$ cat src/logic/sld_consts.vh
// constants of the status led display block
`ifndef SLD_CONSTS_VH
`define SLD_CONSTS_VH
`define SLD_CLK_HZ        25000000
`define SLD_SLOW_PERIOD_MS 1000
`define SLD_FAST_PERIOD_MS 300
`define SLD_SLOW_HALF     ((`SLD_CLK_HZ / 1000) * `SLD_SLOW_PERIOD_MS / 2)
`define SLD_FAST_HALF     ((`SLD_CLK_HZ / 1000) * `SLD_FAST_PERIOD_MS / 2)
`define SLD_REG_CTRL      12'h000
`define SLD_REG_ERRCODE   12'h004
`define SLD_REG_STATUS    12'h008
`define SLD_REG_IRQ_STAT  12'h00C
`define SLD_REG_IRQ_EN    12'h010
`define SLD_REG_IRQ_CLR   12'h014
`define SLD_REG_LEDS      12'h018
`define SLD_FN_DETECT     3'h0
`define SLD_FN_LIMIT      3'h1
`define SLD_FN_SPDSW      3'h2
`define SLD_FN_SPDSTEP    3'h3
`define SLD_FN_ACCDEC     3'h4
`define SLD_CTRL_FN_LSB   0
`define SLD_CTRL_LSPOS    3
`define SLD_CTRL_SEQERR   4
`define SLD_CTRL_RST      5'h00
`define SLD_ERR_MAX       5'h10
`endif

$ cat src/logic/sld_apb.v
// apb slave register file of the led display block
`timescale 1ns/1ns
`include "sld_consts.vh"
module sld_apb (
  input  wire        clk,
  input  wire        rstn,
  input  wire        psel,
  input  wire        penable,
  input  wire        pwrite,
  input  wire [11:0] paddr,
  input  wire [31:0] pwdata,
  output reg  [31:0] prdata,
  output wire        pready,
  output wire        pslverr,
  input  wire [4:0]  err_code,
  input  wire [7:0]  status_in,
  input  wire [18:0] leds_in,
  input  wire [2:0]  events,
  output reg  [4:0]  ctrl,
  output wire        irq
);
  reg  [2:0] irq_stat;
  reg  [2:0] irq_en;
  wire       wr = psel & penable & pwrite;
  wire       clr_hit = wr && (paddr == `SLD_REG_IRQ_CLR);
  wire       known = (paddr == `SLD_REG_CTRL) || (paddr == `SLD_REG_ERRCODE) ||
                     (paddr == `SLD_REG_STATUS) || (paddr == `SLD_REG_IRQ_STAT) ||
                     (paddr == `SLD_REG_IRQ_EN) || (paddr == `SLD_REG_IRQ_CLR) ||
                     (paddr == `SLD_REG_LEDS);
  assign pready  = 1'b1;
  assign pslverr = psel & penable & ~known;
  assign irq     = |(irq_stat & irq_en);
  always @(posedge clk) begin
    if (!rstn) begin
      ctrl     <= `SLD_CTRL_RST;
      irq_en   <= 3'h0;
      irq_stat <= 3'h0;
      prdata   <= 32'h00000000;
    end else begin
      if (wr && paddr == `SLD_REG_CTRL)
        ctrl <= pwdata[4:0];
      if (wr && paddr == `SLD_REG_IRQ_EN)
        irq_en <= pwdata[2:0];
      // set wins over clear
      irq_stat <= (irq_stat & ~(clr_hit ? pwdata[2:0] : 3'h0)) | events;
      if (psel && !penable && !pwrite) begin
        case (paddr)
          `SLD_REG_CTRL:     prdata <= {27'h0, ctrl};
          `SLD_REG_ERRCODE:  prdata <= {27'h0, err_code};
          `SLD_REG_STATUS:   prdata <= {24'h0, status_in};
          `SLD_REG_IRQ_STAT: prdata <= {29'h0, irq_stat};
          `SLD_REG_IRQ_EN:   prdata <= {29'h0, irq_en};
          `SLD_REG_LEDS:     prdata <= {13'h0, leds_in};
          default:           prdata <= 32'h00000000;
        endcase
      end
    end
  end
endmodule

$ cat src/logic/sld_blink.v
// blink generator: toggles an output every half period
`timescale 1ns/1ns
module sld_blink #(
  parameter HALF = 12500000
) (
  input  wire clk,
  input  wire rstn,
  output reg  blink
);
  reg [31:0] count;
  always @(posedge clk) begin
    if (!rstn) begin
      count <= 32'h00000000;
      blink <= 1'b0;
    end else if (count >= HALF - 1) begin
      count <= 32'h00000000;
      blink <= ~blink;
    end else begin
      count <= count + 32'h00000001;
    end
  end
endmodule

$ cat src/logic/sld_top.v
// front-panel status led display of the position converter module
// Operation
// - error codes 1..7 on lower leds 0-4
// - error codes 8..16 on lower leds 0-4
// - error led steady, 1s or 0.3s blink
// - lower led 7 follows online status flag
// - leds a and b follow pulse outputs
// - unit-stop led lit when unit not ready
// - positioning: upper 4-7 brake, inpos, busy, error
// - upper 5-7 show limit channels when selected
//
// Our own choices: the placing of the registers and the APB slave port.
`timescale 1ns/1ns
`include "sld_consts.vh"
module sld_top #(
  parameter SLOW_HALF = `SLD_SLOW_HALF,
  parameter FAST_HALF = `SLD_FAST_HALF
) (
  input  wire        clk,
  input  wire        rstn,
  input  wire        psel,
  input  wire        penable,
  input  wire        pwrite,
  input  wire [11:0] paddr,
  input  wire [31:0] pwdata,
  output wire [31:0] prdata,
  output wire        pready,
  output wire        pslverr,
  output wire        irq,
  input  wire [4:0]  error_code,
  input  wire        module_error,
  input  wire        cpu_error,
  input  wire        online_status_flag,
  input  wire        unit_ready_flag,
  input  wire        pulse_a,
  input  wire        pulse_b,
  input  wire [7:0]  limit_channels,
  input  wire        forward_drive_output,
  input  wire        reverse_drive_output,
  input  wire        high_speed_select,
  input  wire        mid_low_speed_select,
  input  wire        brake_release,
  input  wire        in_position,
  input  wire        positioning_busy,
  input  wire        operation_error,
  input  wire        preset_input_1,
  input  wire        preset_input_2,
  output reg  [9:0]  upper_led,
  output reg  [4:0]  code_led,
  output reg         error_led,
  output reg         online_led,
  output reg         pulse_a_led,
  output reg         pulse_b_led,
  output reg         unit_stop_led
);
  wire [4:0] ctrl;
  wire       slow_blink;
  wire       fast_blink;
  wire [2:0] fn = ctrl[`SLD_CTRL_FN_LSB +: 3];
  wire       ls_pos = ctrl[`SLD_CTRL_LSPOS];
  wire       seq_err = ctrl[`SLD_CTRL_SEQERR];
  reg  [9:0] next_upper;
  reg        next_error;
  reg        err_seen;
  reg        ready_seen;
  reg        cpu_seen;

  sld_blink #(.HALF(SLOW_HALF)) u_slow (
    .clk   (clk),
    .rstn  (rstn),
    .blink (slow_blink)
  );
  sld_blink #(.HALF(FAST_HALF)) u_fast (
    .clk   (clk),
    .rstn  (rstn),
    .blink (fast_blink)
  );

  // upper row depends on operating function
  always @* begin
    next_upper = 10'h000;
    next_upper[8] = preset_input_1;
    next_upper[9] = preset_input_2;
    case (fn)
      `SLD_FN_DETECT: next_upper[7:0] = 8'h00;
      `SLD_FN_LIMIT:  next_upper[7:0] = limit_channels;
      `SLD_FN_SPDSW, `SLD_FN_SPDSTEP, `SLD_FN_ACCDEC: begin
        next_upper[0] = forward_drive_output;
        next_upper[1] = reverse_drive_output;
        if (fn != `SLD_FN_ACCDEC) begin
          next_upper[2] = high_speed_select;
          next_upper[3] = mid_low_speed_select;
        end
        next_upper[4] = brake_release;
        if (ls_pos)
          next_upper[7:5] = limit_channels[7:5];
        else
          next_upper[7:5] = {operation_error, positioning_busy, in_position};
      end
      default: next_upper[7:0] = 8'h00;
    endcase
  end

  // module error outranks program and cpu faults: the fault is local
  always @* begin
    if (module_error)
      next_error = 1'b1;
    else if (seq_err)
      next_error = slow_blink;
    else if (cpu_error)
      next_error = fast_blink;
    else
      next_error = 1'b0;
  end

  always @(posedge clk) begin
    if (!rstn) begin
      upper_led     <= 10'h000;
      code_led      <= 5'h00;
      error_led     <= 1'b0;
      online_led    <= 1'b0;
      pulse_a_led   <= 1'b0;
      pulse_b_led   <= 1'b0;
      unit_stop_led <= 1'b0;
      err_seen      <= 1'b0;
      ready_seen    <= 1'b1;
      cpu_seen      <= 1'b0;
    end else begin
      upper_led     <= next_upper;
      // out-of-range codes blank the row rather than show garbage
      code_led      <= (error_code <= `SLD_ERR_MAX) ? error_code : 5'h00;
      error_led     <= next_error;
      online_led    <= online_status_flag;
      pulse_a_led   <= pulse_a;
      pulse_b_led   <= pulse_b;
      unit_stop_led <= ~unit_ready_flag;
      err_seen      <= module_error;
      ready_seen    <= unit_ready_flag;
      cpu_seen      <= cpu_error;
    end
  end

  // edges only: a standing fault raises one event, not one per cycle
  wire [2:0] events = {cpu_error & ~cpu_seen,
                       ready_seen & ~unit_ready_flag,
                       module_error & ~err_seen};

  sld_apb u_apb (
    .clk       (clk),
    .rstn      (rstn),
    .psel      (psel),
    .penable   (penable),
    .pwrite    (pwrite),
    .paddr     (paddr),
    .pwdata    (pwdata),
    .prdata    (prdata),
    .pready    (pready),
    .pslverr   (pslverr),
    .err_code  (code_led),
    .status_in ({module_error, cpu_error, online_status_flag, unit_ready_flag,
                 pulse_b, pulse_a, preset_input_2, preset_input_1}),
    .leds_in   ({error_led, online_led, pulse_a_led, pulse_b_led, unit_stop_led,
                 code_led[3:0], upper_led}),
    .events    (events),
    .ctrl      (ctrl),
    .irq       (irq)
  );
endmodule

$ cat config.mk
export PLATFORM = sky130hd
export DESIGN_NAME = sld_top
export DESIGN_NICKNAME = d
export VERILOG_FILES = /design/src/logic/sld_apb.v /design/src/logic/sld_blink.v /design/src/logic/sld_top.v
export VERILOG_INCLUDE_DIRS = /design/src /design/src/logic
export SDC_FILE = /design/constraint.sdc
export NUM_CORES = 1
export LEC_CHECK = 0
export BUFFER_PORTS_ARGS = -buffer_cell sky130_fd_sc_hd__buf_4
export CAP_MARGIN = 20
export CORE_MARGIN = 1
export CORE_UTILIZATION = 43
export CTS_CLUSTER_SIZE = 16
export DETAILED_ROUTE_END_ITERATION = 10
export PLACE_DENSITY = 0.7
export SYNTH_ARGS = -nofsm -noshare
export SYNTH_HDL_FRONTEND = slang
export SYNTH_SLANG_ARGS = --single-unit
$ cat constraint.sdc
create_clock -name clk -period 1.8 [get_ports clk]
set_input_delay 0.36 -clock clk [delete_from_list [all_inputs] [get_ports clk]]
set_output_delay 0.36 -clock clk [all_outputs]
set_load 0.01 [all_outputs]
==> impl_results.md <==
- Outcome: finished with violations
- Failing checks: setup timing
- Pin count of the biggest net entering global routing: 34
- Number of distinct library cells after synthesis: 57
- Worst slew margin: 61.8%
- Clock group share of total power: 52.2%
- Static Leak: 2.64 nW
- Mapped Cells: 528
- Main synth FF type: dfxtp_1
- Hold Fails Final Rpt: 0
- R2R Path Start: u_slow.count[8]
- Worst-path fanout max: 2
- EDFF count, synth: 0
- CP peak stage delay: 520 ps
- First-pass GRT wire length: 19.0 mm
- Share of cells above drive strength 1: 29.4%
- FF-to-FF path depth: 5
- Rows: 38
- Layout area overhead: 37.0%
- H-Tree Depth: 4
- Tot Pwr: 6.24 mW
- Worst-Margin Slew: 571 ps
- TritonCTS clock tree: yes
- Flop2flop setup slack: -200 ps
- Clock-pin slew on the worst setup and hold paths: 50 ps
- Internal power: 4.93 mW
- Worst reg2reg endpoint: u_slow.count[22]
- Starting DRT DRC Count: 202
- Ant. Diodes: 0
- Longest Clk Path Bufs: 2
- CP arrival: 2350 ps
- Layout fillers: 923
- Hold Path Depth: 2
- Most common cell after layout, fill and taps aside: buf_4
- Fin Hold WS: 120 ps
- Buffers & Inverters on Critical Path: 0
- Comb power frac: 4.4%
- RSZ-0062 raised after global routing: yes
- Sequential fraction of the synthesis area: 48.5%
- Highest-count cells in the layout ignoring fill and taps: 130 x buf_4, 116 x dfxtp_1, 49 x nor2_1
- Clk sinks: 119
- Crit share post-route: 111%
- Fin crit period: 2000 ps
- WL per Instance: 14.6 µm
- Vias in the first global route: 3979
- DRC viols: 0
- Cell family with most CP delay: simple AND/OR/NAND/NOR gates
- Worst endpoint required time: 2140 ps
- Final Max Slew Viols: 0
- CP max stage cell: or4_4
- IO Count: 133
- Worst Setup End Kind: flip-flop
- Reg power frac: 43.4%
- Final GP Congestion: 0.884
- Hold Path Origin: error_code[0]
- Switching Fraction: 21.0%
- Fmax: 499 MHz
- Die X: 109 µm
- Routed vias/inst: 5.06
- Final WS setup: -205 ps
- Antenna violations before repair: 0
- Worst path cell trace: or4_4 > o31a_1 > o221ai_2 > or4b_4 > a21oi_2
- Drt first pass iters: 4
- Setup-failing EPs final: 47
- # nets final: 754
- Routed vias: 4182
- Kind of critical path: flip-flop to flip-flop
- I/O Buffers: 91
- Core footprint: 11000 µm²
- Clk_lat worst skew: 410 ps
- Total grt overflow: 0
- Die Height: 109 µm
- Post-DP HPWL: 8.26 mm
- Drt total wl: 12.1 mm
- Setup crit start kind: flip-flop
- Syn Area/Cell: 9.30 µm²
- FFs w/ async S/R, synth: 0%
- Total GRT Usage: 20.9%
- Power per cell area: 928 nW/µm²
- Synthesis warning total: 0
- Post-DRT Antenna Nets: 0
- Cts hold-fix bufs: 0
- Initial Util: 44.7%
- Min-delay worst type: input pin to flip-flop
- Max cap viols: 0
- Final Skew: 7.58 ps
- Total Neg Setup Slack: -6670 ps
- Root Buffer: clkbuf_16
- Yosys reg bits: 119
- WP depth: 5
- Net Sw Power: 1.31 mW
- Die area: 11800 µm²
- Clock buffer count from CTS: 17
- Post-synthesis cell area: 4910 µm²
- Min-Delay Endpoint: code_led[4]
- VDD IR max: 0.000664 V
registers in the layout (all words and copies together), names as in the netlist:
| signal | cells |
|---|---|
| unit_stop_led | 1 |
| u_apb.ctrl | 5 |
| pulse_a_led | 1 |
| code_led | 5 |
| cpu_seen | 1 |
| pulse_b_led | 1 |
| ready_seen | 1 |
| err_seen | 1 |
| error_led | 1 |
| u_apb.prdata | 19 |
| upper_led | 10 |
| online_led | 1 |
| u_apb.irq_en | 3 |
| u_fast.blink | 1 |
| u_slow.blink | 1 |
| u_apb.irq_stat | 3 |
| u_fast.count | 32 |
| u_slow.count | 32 |
through the flow:
step                setup WS (ps)  cell area [µm²]  utilization, %  instances
floorplan                   -69.0             5050               -        558
global placement             -109             6030            54.9        790
detailed placement           -156             6030            54.9        790
CTS                          -176             6670            60.7        825
global route                 -250             6730            61.3        827
finish                       -205             6730            61.3        827
cell families after synthesis:
| kind of cell | Yosys count | synth area share, % |
|---|---|---|
| compound gates | 65 | 9.40 |
| xor+xnor | 39 | 6.96 |
| fa+ha+maj | 2 | 0.510 |
| buf+inv | 46 | 4.66 |
| flops | 119 | 48.5 |
| mux | 22 | 4.87 |
| other cells | 2 | 0.153 |
| simple gates | 233 | 24.9 |
cells in the mapped netlist, types with 3 or more instances:
| master | instances | area, µm² |
|---|---|---|
| xor2_1 | 23 | 201 |
| clkbuf_1 | 20 | 75.1 |
| o21ai_0 | 12 | 60.1 |
| a22oi_1 | 8 | 60.1 |
| buf_4 | 14 | 105 |
| nand2_1 | 36 | 135 |
| a31oi_1 | 4 | 25.0 |
| nand3b_1 | 5 | 37.5 |
| and3_1 | 7 | 43.8 |
| xnor2_1 | 16 | 140 |
| nand3_1 | 34 | 170 |
| mux2_2 | 5 | 56.3 |
| dfxtp_1 | 119 | 2380 |
| nor2_1 | 61 | 229 |
| a21oi_1 | 4 | 20.0 |
| nand2b_1 | 7 | 43.8 |
| a21boi_0 | 19 | 143 |
| buf_2 | 3 | 15.0 |
| mux2i_1 | 16 | 160 |
| nand4_1 | 15 | 93.8 |
| nor4_1 | 7 | 43.8 |
| nor3b_1 | 6 | 45.0 |
| and4_1 | 4 | 35.0 |
| inv_1 | 8 | 30.0 |
| nor3_1 | 3 | 15.0 |
| and2_1 | 15 | 93.8 |
| nor2b_1 | 19 | 119 |
worst reg2reg max path, delay by kind of cell (launching register included):
kind             cells  cell delay (ps)
flip-flops           1              320
AND/OR/NAND/NOR      2             1000
AO/OA/AOI/OAI        3              620
repair_timing:
item                                   CTS  global route
gates resized for setup                  6            16
setup endpoints to repair               46            48
gates cloned                             3             0
endpoints found under the hold margin    0             0
pin swaps                                6             9
buffers inserted                         0             2
power groups by stage:
stage               Sequential (mW)  Combinational (mW)  Clock [mW]
global placement               2.76               0.268           0
finish                         2.71               0.276        3.26
floorplan                      2.76               0.146           0
detailed placement             2.76               0.272           0
global route                   2.71               0.302        3.45
CTS                            2.71               0.275        3.30
final cells by class:
class	instances	area, µm²	area share, %
clock buffers	20	457	6.79
clock inverters	12	128	1.90
inverters	8	30.0	0.446
multi-input cells	396	2540	37.7
flip-flops and latches	119	2390	35.5
well taps	140	175	2.60
repair buffers	132	1020	15.1
per-layer routing:
metal	global-route usage, %	up-vias	part of all wire [%]
met5	0	-	0
met4	8.98	0	1.9
met3	5.38	18	5.2
met2	36.1	122	50
met1	24.4	1964	43
li1	-	2078	-
how the worst max path moves through the flow:
| stage | start | end | slack [ps] |
|---|---|---|---|
| after floorplan | u_slow.count[8] | u_slow.count[22] | -70 |
| final | u_slow.count[8] | u_slow.count[22] | -200 |
| after global routing | u_slow.count[8] | u_slow.count[22] | -250 |
| after CTS | u_slow.count[8] | u_slow.count[22] | -180 |
| after detailed placement | u_fast.count[10] | u_fast.count[10] | -160 |
| after global placement | u_fast.count[10] | u_fast.count[10] | -110 |
Note: power is estimated with default switching activity, not from simulation.
